$ cat src/rtl/lsc_pkg.sv
package lsc_pkg;
   // Word geometry: accumulator index 37 = S, 36 = Q, 35 = P, 34..0 = positions 1..35
   localparam int ADDR_W = 15;
   localparam int WORD_W = 36;
   localparam int ACC_W = 38;
   localparam int ACC_S = 37;
   localparam int ACC_Q = 36;
   localparam int ACC_P = 35;
   localparam int STG_S = 35;
   localparam int GRP_W = 6;
   localparam int APB_AW = 8;
   localparam int NSW = 6;

   // Operation codes (octal 0322, 0520, 0760, 0340, 0114); sign kept separately
   localparam logic [11:0] OP_XOR = 12'h0D2;
   localparam logic [11:0] OP_ZTEST = 12'h150;
   localparam logic [11:0] OP_ATEST = 12'h1F0;
   localparam logic [11:0] OP_CMP = 12'h0E0;
   localparam logic [11:0] OP_CVR = 12'h04C;

   // Effective addresses selecting the accumulator-side tests
   localparam logic [14:0] EA_LOW = 15'h0001;
   localparam logic [14:0] EA_DIV = 15'h000A;
   localparam logic [14:0] EA_SW_FIRST = 15'h0071;
   localparam logic [14:0] EA_SW_LAST = 15'h0076;

   localparam logic [2:0] MAX_REFS = 3'h6;

   // Register byte offsets
   localparam logic [7:0] R_CTRL = 8'h00;
   localparam logic [7:0] R_STATUS = 8'h04;
   localparam logic [7:0] R_INSTR = 8'h08;
   localparam logic [7:0] R_IADDR = 8'h0C;
   localparam logic [7:0] R_EADDR = 8'h10;
   localparam logic [7:0] R_PC = 8'h14;
   localparam logic [7:0] R_PREV = 8'h18;
   localparam logic [7:0] R_ACC_LO = 8'h1C;
   localparam logic [7:0] R_ACC_HI = 8'h20;
   localparam logic [7:0] R_SR_LO = 8'h24;
   localparam logic [7:0] R_SR_HI = 8'h28;
   localparam logic [7:0] R_AR = 8'h2C;
   localparam logic [7:0] R_NEXT = 8'h30;
   localparam logic [7:0] R_XRA = 8'h34;

   // Field positions
   localparam int CTRL_START_BIT = 0;
   localparam int CTRL_DIV_BIT = 1;
   localparam int CTRL_OVL_BIT = 2;
   localparam int STAT_BUSY_BIT = 0;
   localparam int STAT_SKIP_BIT = 1;
   localparam int STAT_ONE_BIT = 2;
   localparam int STAT_TWO_BIT = 3;
   localparam int STAT_DIV_BIT = 4;
   localparam int STAT_SW_LO = 5;
   localparam int IN_OP_LO = 0;
   localparam int IN_SIGN_BIT = 12;
   localparam int IN_TAG_LO = 13;
   localparam int IN_TAG20_BIT = 15;
   localparam int IN_CNT_LO = 16;

   typedef enum logic [7:0] {
      ST_IDLE = 8'h01,
      ST_DEC = 8'h02,
      ST_MEM = 8'h04,
      ST_EVAL = 8'h08,
      ST_ADR1 = 8'h10,
      ST_ADR2 = 8'h20,
      ST_CVL = 8'h40,
      ST_CVE = 8'h80
   } lsc_state_t;
endpackage

$ cat src/rtl/lsc_exec.sv
// Design decisions made here: the register offsets and the APB slave port.
`timescale 1ns/100ps
// Notes on behaviour
// RULE1: Exclusive OR puts acc P..35 xor storage into acc; storage kept; S, Q cleared.
// RULE2: Exclusive OR formed as twice the OR minus the arithmetic sum.
// RULE3: Skip tests skip at most one; the two compares skip zero, one or two.
// RULE4: Skip-one address is program counter plus one, unless not a skip operation.
// RULE5: Skip-two address is previous address under overlap, else address register plus one.
// RULE6: A met skip sets the general skip trigger plus the one or two trigger.
// RULE7: Storage-zero test skips one when storage bits 1..35 are all zero.
// RULE8: Storage-non-zero test skips one when any storage bit 1..35 is one.
// RULE9: Low-bit test skips one when accumulator bit 35 is one.
// RULE10: P-position test skips one when accumulator position P is one.
// RULE11: Divide-fault test clears a set trigger without skip, else skips one.
// RULE12: Switch test addresses 161..166 select switches 1..6; skip when on.
// RULE13: Test decode uses the effective address after index modification.
// RULE14: Signed compare: greater skips none, equal one, less two.
// RULE15: Signed compare loads storage register then adds it to complemented accumulator.
// RULE16: Signed compare skip two on minus acc with plus storage or nonzero less; equal skips one.
// RULE17: Logical compare of acc Q..35 with storage S..35, no sign treatment.
// RULE18: Logical compare loads storage register then adds it to complemented accumulator.
// RULE19: Convert uses six-bit groups; first group plus address locates first table word.
// RULE20: Replacement convert shifts six places and inserts table bits S..5.
// RULE21: Convert makes exactly count references, never more than six.
// RULE22: Convert ignores tag bits 18, 19; bit 20 stores last table start to index A.
// RULE23: Accumulator convert decodes from plus 0114; I, L and up to six E cycles.
// RULE24: One L cycle loads count and first location; one E cycle per reference.
// RULE25: Each reference shifts acc right six and puts table S..5 into P..5.
// RULE26: The sign preceding the opcode is part of the decode.
// RULE27: With no skip met all skip triggers stay off; next address is sequential.
module lsc_exec (
   // Clock and reset
   input wire logic clock,
   input wire logic srst,
   // APB slave
   input wire logic [lsc_pkg::APB_AW-1:0] paddr,
   input wire logic psel,
   input wire logic penable,
   input wire logic pwrite,
   input wire logic [31:0] pwdata,
   output logic [31:0] prdata,
   output logic pready,
   output logic pslverr,
   // Core storage read port
   output logic stgReq,
   output logic [lsc_pkg::ADDR_W-1:0] stgAddr,
   input wire logic stgAck,
   input wire logic [lsc_pkg::WORD_W-1:0] stgData,
   // Console
   input wire logic [lsc_pkg::NSW-1:0] senseSwitch,
   output logic busy
);
   import lsc_pkg::*;

   lsc_state_t state_reg;
   logic [11:0] opcode_reg;
   logic minus_reg;
   logic [2:0] tag_reg;
   logic [5:0] count_reg;
   logic [ADDR_W-1:0] iaddr_reg, eaddr_reg, pc_reg, prev_reg, ar_reg, skipOneAddr_reg, next_reg, xra_reg;
   logic [ACC_W-1:0] acc_reg;
   logic [WORD_W-1:0] sr_reg;
   logic [1:0] skipN_reg;
   logic [2:0] refs_reg;
   logic skip_reg, skipOne_reg, skipTwo_reg, divCheck_reg, overlap_reg;
   logic [NSW-1:0] swMeta_reg, swSync_reg, swAge_reg, swStable_reg;

   logic wrAcc, rdSetup, mapped, startPulse, idle;
   logic isXor, isZet, isNzt, isAtest, isLbt, isPbt, isDct, isSwt, isCas, isLas, isCvr, isSkipOp;
   logic [36:0] orTwice, addSum, xorVal;
   logic [36:0] cmpA;
   logic [37:0] cmpSum;
   logic qCarry, sumZero;
   logic [1:0] cmpSkip;
   logic [2:0] swIdx;
   logic [31:0] rdData;

   assign idle = (state_reg == ST_IDLE);
   assign busy = !idle;
   assign wrAcc = psel && penable && pwrite;
   assign rdSetup = psel && !penable;
   assign startPulse = wrAcc && (paddr == R_CTRL) && pwdata[CTRL_START_BIT] && idle;
   assign pready = 1'b1;
   assign pslverr = psel && penable && !mapped;
   assign stgReq = (state_reg == ST_MEM) || (state_reg == ST_CVE);
   assign stgAddr = ar_reg;

   // Sense switches come from the console: three flops, accept when the last two agree
   for (genvar i = 0; i < NSW; i++) begin : g_sw
      always_ff @(posedge clock) begin
         if (srst) begin
            swMeta_reg[i] <= 1'b0;
            swSync_reg[i] <= 1'b0;
            swAge_reg[i] <= 1'b0;
            swStable_reg[i] <= 1'b0;
         end else begin
            swMeta_reg[i] <= senseSwitch[i];
            swSync_reg[i] <= swMeta_reg[i];
            swAge_reg[i] <= swSync_reg[i];
            if (swSync_reg[i] == swAge_reg[i]) begin
               swStable_reg[i] <= swAge_reg[i];
            end
         end
      end
   end

   // RULE26: signed decode
   // RULE13: effective address decode
   always_comb begin
      isXor = !minus_reg && opcode_reg == OP_XOR;
      isZet = !minus_reg && opcode_reg == OP_ZTEST;
      isNzt = minus_reg && opcode_reg == OP_ZTEST;
      isAtest = opcode_reg == OP_ATEST;
      isLbt = isAtest && !minus_reg && eaddr_reg == EA_LOW;
      isPbt = isAtest && minus_reg && eaddr_reg == EA_LOW;
      isDct = isAtest && !minus_reg && eaddr_reg == EA_DIV;
      isSwt = isAtest && !minus_reg && eaddr_reg >= EA_SW_FIRST && eaddr_reg <= EA_SW_LAST;
      isCas = !minus_reg && opcode_reg == OP_CMP;
      isLas = minus_reg && opcode_reg == OP_CMP;
      // RULE23: convert decode
      isCvr = !minus_reg && opcode_reg == OP_CVR;
      isSkipOp = isZet || isNzt || isLbt || isPbt || isDct || isSwt || isCas || isLas;
   end

   // RULE2: adder-based exclusive OR, result never exceeds 36 bits
   assign orTwice = {acc_reg[ACC_P:0] | sr_reg, 1'b0};
   assign addSum = {1'b0, acc_reg[ACC_P:0]} + {1'b0, sr_reg};
   assign xorVal = orTwice - addSum;

   // RULE15: storage 1..35 against complemented acc Q..35
   // RULE17: unsigned, no sign treatment
   // RULE18: logical compare widens storage to S..35
   assign cmpA = isLas ? {1'b0, sr_reg} : {2'b00, sr_reg[STG_S-1:0]};
   assign cmpSum = {1'b0, cmpA} + {1'b0, ~acc_reg[ACC_Q:0]} + 38'h0000000001;
   assign qCarry = cmpSum[37];
   assign sumZero = (cmpSum[36:0] == 37'h0000000000);

   // Q carry means the storage magnitude is not below the accumulator magnitude
   always_comb begin
      cmpSkip = qCarry ? (sumZero ? 2'h1 : 2'h2) : 2'h0;
      if (isCas) begin
         // RULE16: sign cases
         if (!sr_reg[STG_S] && acc_reg[ACC_S]) begin
            cmpSkip = 2'h2;
         end else if (sr_reg[STG_S] && !acc_reg[ACC_S]) begin
            cmpSkip = 2'h0;
         end else if (sr_reg[STG_S]) begin
            cmpSkip = sumZero ? 2'h1 : (qCarry ? 2'h0 : 2'h2);
         end
      end
   end

   assign swIdx = 3'(eaddr_reg - EA_SW_FIRST);

   // Sequencer: I decode, E4 storage load, E5/L evaluate, E/L3 and E/L4 address forming
   always_ff @(posedge clock) begin
      if (srst) begin
         state_reg <= ST_IDLE;
      end else begin
         case (state_reg)
            ST_IDLE: begin
               if (startPulse) begin
                  state_reg <= ST_DEC;
               end
            end
            ST_DEC: begin
               if (isCvr) begin
                  state_reg <= ST_CVL;
               end else if (isXor || isZet || isNzt || isCas || isLas) begin
                  state_reg <= ST_MEM;
               end else if (isSkipOp) begin
                  state_reg <= ST_EVAL;
               end else begin
                  state_reg <= ST_IDLE;
               end
            end
            ST_MEM: begin
               if (stgAck) begin
                  state_reg <= ST_EVAL;
               end
            end
            ST_EVAL: state_reg <= isSkipOp ? ST_ADR1 : ST_IDLE;
            ST_ADR1: state_reg <= ST_ADR2;
            ST_ADR2: state_reg <= ST_IDLE;
            // RULE24: one L cycle, then one E cycle per reference
            ST_CVL: state_reg <= (count_reg == 6'h00) ? ST_IDLE : ST_CVE;
            ST_CVE: begin
               // RULE21: stop after the counted references
               if (stgAck && refs_reg == 3'h1) begin
                  state_reg <= ST_IDLE;
               end
            end
            default: state_reg <= ST_IDLE;
         endcase
      end
   end

   // Instruction fields and addresses, writable only while idle; overlap bit writable any time
   always_ff @(posedge clock) begin
      if (srst) begin
         opcode_reg <= 12'h000;
         minus_reg <= 1'b0;
         tag_reg <= 3'h0;
         count_reg <= 6'h00;
         iaddr_reg <= 15'h0000;
         eaddr_reg <= 15'h0000;
         pc_reg <= 15'h0000;
         prev_reg <= 15'h0000;
         overlap_reg <= 1'b0;
      end else if (wrAcc) begin
         if (paddr == R_CTRL) begin
            overlap_reg <= pwdata[CTRL_OVL_BIT];
         end
         if (idle) begin
            case (paddr)
               R_INSTR: begin
                  opcode_reg <= pwdata[IN_OP_LO+:12];
                  minus_reg <= pwdata[IN_SIGN_BIT];
                  tag_reg <= pwdata[IN_TAG_LO+:3];
                  count_reg <= pwdata[IN_CNT_LO+:6];
               end
               R_IADDR: iaddr_reg <= pwdata[ADDR_W-1:0];
               R_EADDR: eaddr_reg <= pwdata[ADDR_W-1:0];
               R_PC: pc_reg <= pwdata[ADDR_W-1:0];
               R_PREV: prev_reg <= pwdata[ADDR_W-1:0];
               default: ;
            endcase
         end
      end
   end

   // Accumulator, storage register and convert count
   always_ff @(posedge clock) begin
      if (srst) begin
         acc_reg <= '0;
         sr_reg <= '0;
         refs_reg <= 3'h0;
         xra_reg <= 15'h0000;
      end else begin
         if (idle && wrAcc && paddr == R_ACC_LO) begin
            acc_reg[31:0] <= pwdata;
         end
         if (idle && wrAcc && paddr == R_ACC_HI) begin
            acc_reg[ACC_W-1:32] <= pwdata[ACC_W-33:0];
         end
         if (state_reg == ST_MEM && stgAck) begin
            sr_reg <= stgData;
         end
         if (state_reg == ST_EVAL && isXor) begin
            // RULE1: P..35 take the exclusive OR, S and Q cleared
            acc_reg <= {2'b00, xorVal[ACC_P:0]};
         end
         if (state_reg == ST_CVL) begin
            // RULE21: never more than six references
            refs_reg <= (count_reg > {3'h0, MAX_REFS}) ? MAX_REFS : count_reg[2:0];
         end
         if (state_reg == ST_CVE && stgAck) begin
            sr_reg <= stgData;
            // RULE20: shift six, vacated end takes table S..5
            // RULE25: right shift into P..5
            acc_reg[ACC_P:0] <= {stgData[STG_S-:GRP_W], acc_reg[ACC_P:GRP_W]};
            refs_reg <= refs_reg - 3'h1;
            // RULE22: only tag position 20 matters
            if (refs_reg == 3'h1 && tag_reg[IN_TAG20_BIT-IN_TAG_LO]) begin
               xra_reg <= stgData[ADDR_W-1:0];
            end
         end
      end
   end

   // Address register: operand address, table address and skip addresses
   always_ff @(posedge clock) begin
      if (srst) begin
         ar_reg <= 15'h0000;
         skipOneAddr_reg <= 15'h0000;
         next_reg <= 15'h0000;
      end else begin
         case (state_reg)
            ST_DEC: begin
               ar_reg <= eaddr_reg;
               next_reg <= pc_reg;
            end
            // RULE19: first group plus instruction address
            ST_CVL: ar_reg <= iaddr_reg + {9'h000, acc_reg[GRP_W-1:0]};
            ST_CVE: begin
               if (stgAck) begin
                  // RULE19: next table start plus the group now aligned
                  ar_reg <= stgData[ADDR_W-1:0] + {9'h000, acc_reg[2*GRP_W-1:GRP_W]};
               end
            end
            ST_ADR1: begin
               // RULE4: program counter through the adder with a carry
               ar_reg <= pc_reg + 15'h0001;
               skipOneAddr_reg <= pc_reg + 15'h0001;
            end
            ST_ADR2: begin
               // RULE5: overlap reuses the earlier address
               ar_reg <= overlap_reg ? prev_reg : ar_reg + 15'h0001;
               // RULE27: no skip keeps the sequential address
               if (skipN_reg == 2'h1) begin
                  next_reg <= skipOneAddr_reg;
               end else if (skipN_reg == 2'h2) begin
                  next_reg <= overlap_reg ? prev_reg : ar_reg + 15'h0001;
               end
            end
            default: ;
         endcase
      end
   end

   // Skip condition and triggers
   always_ff @(posedge clock) begin
      if (srst) begin
         skipN_reg <= 2'h0;
         skip_reg <= 1'b0;
         skipOne_reg <= 1'b0;
         skipTwo_reg <= 1'b0;
      end else begin
         if (startPulse) begin
            skipN_reg <= 2'h0;
            skip_reg <= 1'b0;
            skipOne_reg <= 1'b0;
            skipTwo_reg <= 1'b0;
         end
         if (state_reg == ST_EVAL) begin
            // RULE3: only the compares can reach two
            if (isCas || isLas) begin
               // RULE14: signed and logical compare outcome
               skipN_reg <= cmpSkip;
            end else if (isZet) begin
               // RULE7: storage 1..35 zero
               skipN_reg <= {1'b0, sr_reg[STG_S-1:0] == 35'h000000000};
            end else if (isNzt) begin
               // RULE8: storage 1..35 nonzero
               skipN_reg <= {1'b0, sr_reg[STG_S-1:0] != 35'h000000000};
            end else if (isLbt) begin
               // RULE9: low-order bit
               skipN_reg <= {1'b0, acc_reg[0]};
            end else if (isPbt) begin
               // RULE10: P position
               skipN_reg <= {1'b0, acc_reg[ACC_P]};
            end else if (isDct) begin
               // RULE11: skip only when no divide fault
               skipN_reg <= {1'b0, !divCheck_reg};
            end else if (isSwt) begin
               // RULE12: selected switch
               skipN_reg <= {1'b0, swStable_reg[swIdx]};
            end else begin
               skipN_reg <= 2'h0;
            end
         end
         if (state_reg == ST_ADR2 && skipN_reg != 2'h0) begin
            // RULE6: general trigger plus count trigger
            skip_reg <= 1'b1;
            skipOne_reg <= (skipN_reg == 2'h1);
            skipTwo_reg <= (skipN_reg == 2'h2);
         end
      end
   end

   // Divide check trigger: software set wins over the test's clear
   always_ff @(posedge clock) begin
      if (srst) begin
         divCheck_reg <= 1'b0;
      end else if (wrAcc && paddr == R_CTRL && pwdata[CTRL_DIV_BIT]) begin
         divCheck_reg <= 1'b1;
      end else if (state_reg == ST_EVAL && isDct) begin
         // RULE11: trigger turned off
         divCheck_reg <= 1'b0;
      end
   end

   // Register read, sampled in the setup phase so prdata is a flop in the access phase
   always_comb begin
      rdData = 32'h00000000;
      mapped = 1'b1;
      case (paddr)
         R_CTRL: begin
            rdData[CTRL_DIV_BIT] = divCheck_reg;
            rdData[CTRL_OVL_BIT] = overlap_reg;
         end
         R_STATUS: begin
            rdData[STAT_BUSY_BIT] = busy;
            rdData[STAT_SKIP_BIT] = skip_reg;
            rdData[STAT_ONE_BIT] = skipOne_reg;
            rdData[STAT_TWO_BIT] = skipTwo_reg;
            rdData[STAT_DIV_BIT] = divCheck_reg;
            rdData[STAT_SW_LO+:NSW] = swStable_reg;
         end
         R_INSTR: begin
            rdData[IN_OP_LO+:12] = opcode_reg;
            rdData[IN_SIGN_BIT] = minus_reg;
            rdData[IN_TAG_LO+:3] = tag_reg;
            rdData[IN_CNT_LO+:6] = count_reg;
         end
         R_IADDR: rdData[ADDR_W-1:0] = iaddr_reg;
         R_EADDR: rdData[ADDR_W-1:0] = eaddr_reg;
         R_PC: rdData[ADDR_W-1:0] = pc_reg;
         R_PREV: rdData[ADDR_W-1:0] = prev_reg;
         R_ACC_LO: rdData = acc_reg[31:0];
         R_ACC_HI: rdData[ACC_W-33:0] = acc_reg[ACC_W-1:32];
         R_SR_LO: rdData = sr_reg[31:0];
         R_SR_HI: rdData[WORD_W-33:0] = sr_reg[WORD_W-1:32];
         R_AR: rdData[ADDR_W-1:0] = ar_reg;
         R_NEXT: rdData[ADDR_W-1:0] = next_reg;
         R_XRA: rdData[ADDR_W-1:0] = xra_reg;
         default: mapped = 1'b0;
      endcase
   end

   always_ff @(posedge clock) begin
      if (srst) begin
         prdata <= 32'h00000000;
      end else if (rdSetup) begin
         prdata <= rdData;
      end
   end
endmodule

$ cat config.mk
export PLATFORM = sky130hd
export DESIGN_NAME = lsc_exec
export DESIGN_NICKNAME = d
export VERILOG_FILES = /design/src/rtl/lsc_pkg.sv /design/src/rtl/lsc_exec.sv
export SDC_FILE = /design/constraint.sdc
export NUM_CORES = 1
export LEC_CHECK = 0
export BUFFER_PORTS_ARGS = -buffer_cell sky130_fd_sc_hd__buf_2
export CORE_ASPECT_RATIO = 1.4
export CORE_MARGIN = 5
export CORE_UTILIZATION = 47
export DETAILED_ROUTE_END_ITERATION = 6
export PLACE_DENSITY_LB_ADDON = 0.3
export SYNTH_ARGS = -nofsm -noshare
export SYNTH_HDL_FRONTEND = slang
export SYNTH_SLANG_ARGS = --single-unit
export TNS_END_PERCENT = 100
$ cat constraint.sdc
create_clock -name clock -period 4 [get_ports clock]
set_input_delay 0.2 -clock clock [delete_from_list [all_inputs] [get_ports clock]]
set_output_delay 0.2 -clock clock [all_outputs]
set_load 0.02 [all_outputs]
-- After elaboration in Yosys (flattened, before gate mapping)
Index checks and enable logic that the tools add are counted.
- add/subtract/negate cells: 10
- order comparisons: 4
- equality and inequality tests: 42
- muxes and demuxes: 59
- bitwise logic cells: 2
- reduce and logical (&&, ||, !) cells: 80
- operator list (kind ; count):
    $mux 36 ; 5
    $pmux 15 s5 ; 1
    $mux 15 ; 4
    $eq 8x6->1 const B ; 7
    $pmux 8 s7 ; 1
    $pmux 5 s11 ; 1
    $eq 8x5->1 const B ; 5
    $pmux 4 s10 ; 1
    $add 36x37->38 ; 1
    $add 38x1->38 const B ; 1
    $logic_not 37->1 ; 1
    $not 37->37 ; 1
    $add 36x36->36 ; 1
    $sub 36x36->36 ; 1
    $logic_not 35->1 ; 1
    $or 35x35->35 ; 1
    $reduce_bool 35->1 ; 1
    $logic_and 1x1->1 ; 33
    $mux 32 ; 1
    $mux 8 ; 4
    $add 15x1->15 const B ; 2
    $add 15x6->15 ; 2
    $pmux 15 s2 ; 1
    $pmux 2 s14 ; 1
    45 further kinds ; 119
- bits in registers: 290
- bits of input ports: 88
- output and inout port bits: 51
- logic and storage cells: 246

-- Depth between registers and ports, before layout
- depth in word-level cells: 14
- mapped depth: 16
- mapped depth without buffers: 15

-- Worst setup path before layout
No wires, ideal clock.
- path kind: flip-flop to flip-flop
- start point: reg acc_reg[1]
- end point: reg acc_reg[33]
- library setup time: 132 ps
- arrival time: 3750 ps
- required time: 3868 ps
- path slack: 118 ps
- cell stages (with the launch flop): 16
- buffers on the path: 0
- clock period less this slack: 3882 ps
- path through: dfxtp_1 inv_1 ha_1 fa_1 inv_1 ha_1 o21a_1 o31a_1 nor3_1 o21ai_1 o41ai_2 o211ai_1 a221o_1 a2111o_1 a31oi_1 nor3_1
- longest elaborated chain between the ends: 4
- elaborated cells on any way between the ends: 5
- those cells by class: add/sub: 2; mux: 2; bitwise: 1
- RTL lines (element ; line ; source):
    start: declaration ; lsc_exec.sv:61 ; logic [ACC_W-1:0] acc_reg;
    start signal: assignment ; lsc_exec.sv:241 ; acc_reg[31:0] <= pwdata;
    start signal: indexed assignment ; lsc_exec.sv:244 ; acc_reg[ACC_W-1:32] <= pwdata[ACC_W-33:0];
    start signal: assignment ; lsc_exec.sv:251 ; acc_reg <= {2'b00, xorVal[ACC_P:0]};
    $add 36x36->36 or $or 35x35->35 (tied branches) ; lsc_exec.sv:127, lsc_exec.sv:126 ;
    $sub 36x36->36 * ; lsc_exec.sv:128 ; assign xorVal = orTwice - addSum;
    $mux 36 * ; lsc_exec.sv:249 ; if (state_reg == ST_EVAL && isXor) begin
    $mux 36 * ; lsc_exec.sv:257 ; if (state_reg == ST_CVE && stgAck) begin
Mark *: on every way between the ends. The rest lies on a longest branch, timed or not.
A chain may end at the register's enable or synchronous reset.

-- Worst setup path after layout
- start point: reg acc_reg[18]
- end point: reg acc_reg[33]
The elaborated chain is that of the path after synthesis.

==> metrics.md <==
| Metric | Value |
|---|---|
| 1st-iter DRT viols | `2556` |
| Syn_nets | `between 2000 and 3000` |
| Critical Path AT | `4.32 ns` |
| Fin. Hold Viols | `0` |
| Routed Antenna Nets | `0` |
| Die area | `about 0.048 mm²` |
| #FFs+latches synth | `between 200 and 300` |
| Worst setup EP type | `flop` |
| Number of remaining DRC errors | `4` |
| Total setup buffers inserted after CTS | `0` |
| Worst VDD drop | `roughly 0.00022 V` |
| Ports | `139` |
| Avg Cell Area, Syn | `7.52 µm²` |
| Fillers | `4109` |
| Slew Viols, Final | `0` |
| Core outline area | `~0.043 mm²` |
| Layout cells sized above 1 | `14.9%` |
| Status | `finished with violations` |
| DIE HEIGHT | `around 260 µm` |
| Worst-path clk slew | `0.06 ns` |
| # setup viols final | `0` |
| IO buf count | `137` |
| Violated checks | `DRC` |
| Detailed Routing Iterations Pass 1 | `7` |
| Post-layout power | `6660 µW` |
| FFs w/ async S/R, synth | `0%` |
| Top cell type's share of synthesized area | `between 20% and 30%` |
| Root buffer cell | `clkbuf_16` |
| Hold Crit Class | `input pin to flop` |
| Largest net degree at the start of global routing | `116` |
| Rel. slew slack | `just under 5%` |
| Placement row count | `90` |
| Vias/cell | `about 6.4` |
| GR Overflow Total | `0` |
| DP HPWL | `between 70000 and 80000 µm` |
| Hold Path Stages | `3` |
| Power density over cell area | `between 200 and 300 mW/mm²` |
| Clk buf depth | `3` |
| Layout Nets | `between 3000 and 4000` |
| Synth area leaders | `dfxtp_1, nand2_1, ha_1, a21oi_1, nor2_1` |
| Peak Freq | `0.257 GHz` |
| Yosys Warn Count | `0` |
| Mapped Area | `0.0206 mm²` |
| Vias in the first global route | `22500` |
| First-pass GRT wire length | `142000 µm` |
| Synth cell types | `90` |
| Final wirelength | `96200 µm` |
| Sequential Area | `0.00581 mm²` |
| Non-Filler Instances | `3585` |
| Leak | `0.00959 µW` |
| Post-synth EDFFs | `0` |
| Initial Utilization | `47.6%` |
| CP Max Fanout | `5` |
| Startpoint types | `flop` |
| Syn Inst Count | `around 2700` |
| Htree depth | `2` |
| GRT Overall Usage | `a little under two fifths` |
| Gpl congestion | `1.01` |
| Seq/Total Area, Yosys | `roughly 28%` |
| Number of diodes | `0` |
| Flip-flop count of the largest register after layout | `38` |
| Worst setup margin | `~0.11 ns` |
| TritonCTS clock tree | `built` |
| Per-cell routed wire length | `26.8 µm` |
| Max cap viols | `0` |
| Initial antenna violation count | `2` |
| Largest area contributor in the netlist | `dfxtp_1` |
| Period utilization | `roughly 97%` |
| Die width | `187 µm` |
| Dpl ws | `0.0559 ns` |
| Worst Path Required | `4.43 ns` |
| Clock Latency Late Sink | `0.56 ns` |
| Clock Sinks | `290` |
| Area Growth Syn to Fin | `20.4%` |
| Fin Clk Skew | `just under 0.04 ns` |
| Area of the multi-input gates | `0.0135 mm²` |
| Main flop type after synthesis | `dfxtp_1` |
| Routed vias | `23000` |
| Cts bufs inserted | `34` |
| Dpl cells | `3470` |
| Crit Path Category | `flop to flop` |
| Worst-Margin Slew | `between 1 and 1.5 ns` |
| Minimum clock period | `3.89 ns` |
| Cells on worst reg2reg path | `13` |
[metrics by stage]
step | hold WS, ns | util (%) | instance area [µm²] | setup TNS, ns
final | 0.0243 | 57.3 | 24800 | 0
after global routing | 0.00447 | 57.3 | 24800 | -0.0331
after CTS | 0.000882 | 57.1 | 24700 | 0
after detailed placement | 0.424 | 53.2 | 23000 | 0
after global placement | 0.406 | 53.2 | 23000 | 0
after floorplan | 0.328 | - | 20600 | 0
[per-layer routing]
metal,track usage [%],routed length (µm),vias to the layer above,part of all wire (%)
met5,0,21,-,0.022
met4,30.8,9630,4,10
met3,4.99,7670,411,8.0
met2,65.9,45800,1404,48
met1,42.1,33100,10900,34
li1,-,-,10300,-
[cell usage after synthesis (19+ instances only)]
cell	instances
a211oi_1	39
a21o_1	25
a21oi_1	306
a221oi_1	35
a222oi_1	27
a22oi_1	41
a31oi_1	23
and3_1	24
buf_2	23
clkbuf_1	125
dfxtp_1	290
fa_1	36
ha_1	129
inv_1	191
nand2_1	432
nand2b_1	22
nand3_1	57
nand4_1	29
nor2_1	232
nor2b_1	57
nor3_1	69
nor4_1	31
o211ai_1	51
o21ai_0	72
o31ai_1	19
xnor2_1	40
xor2_1	37
[power by group]
group	switching [µW]	total [µW]	leakage (µW)	internal (µW)
clock	1340	3330	0.000570	1990
combinational	253	409	0.00667	155
sequential	12.9	2920	0.00234	2910
[worst max-delay path: stages (launching register included)]
cell,delay [ns]
dfxtp_1,0.46
inv_1,0.11
ha_1,0.22
fa_1,0.48
inv_1,0.04
ha_1,0.36
a21o_1,0.20
a21o_1,0.23
o41ai_4,0.42
o211ai_1,0.24
a221o_1,0.40
a2111o_1,0.42
a31oi_1,0.14
nor3_1,0.06
[logic make-up after synthesis]
group / synth area share (%)
compound gates: 25.1
flops: 28.2
simple gates: 24.3
other cells: 0.0182
mux: 1.05
fa+ha+maj: 11.4
buf+inv: 6.69
xor+xnor: 3.28
[final cells by class]
cell class	instances	share of cell area (%)
inverters	192	2.91
clock inverters	11	0.728
flip-flops and latches	290	23.5
clock buffers	48	3.98
multi-input cells	2095	54.5
well taps	552	2.79
repair buffers	397	11.6
[placed cells by master (no fill, tap or decap), types with 40 or more instances in the layout]
cell type	count
nand2_1	432
a21oi_1	302
dfxtp_1	289
nor2_1	227
buf_4	197
inv_1	191
buf_2	136
ha_1	129
o21ai_0	71
nor3_1	69
nand3_1	57
nor2b_1	56
dlygate4sd3_1	56
o211ai_1	51
a22oi_1	41
xnor2_1	40
[repair_timing]
| item | CTS | global route |
|---|---|---|
| resized for setup | 0 | 10 |
| endpoints found under the hold margin | 83 | 0 |
| hold buffers | 56 | 0 |
| endpoints found under the setup margin | 0 | 9 |
[path summary, 6_finish.rpt]
kind | from | endpoint | slack, ns
setup reg to reg | acc_reg[18] | acc_reg[33] | 0.11
setup / recovery | acc_reg[18] | acc_reg[33] | 0.11
hold / removal | pwdata[26] | acc_reg[26] | 0.02
hold reg to reg | swMeta_reg[3] | swSync_reg[3] | 0.44
No activity file was read; power rests on OpenSTA's default activity.
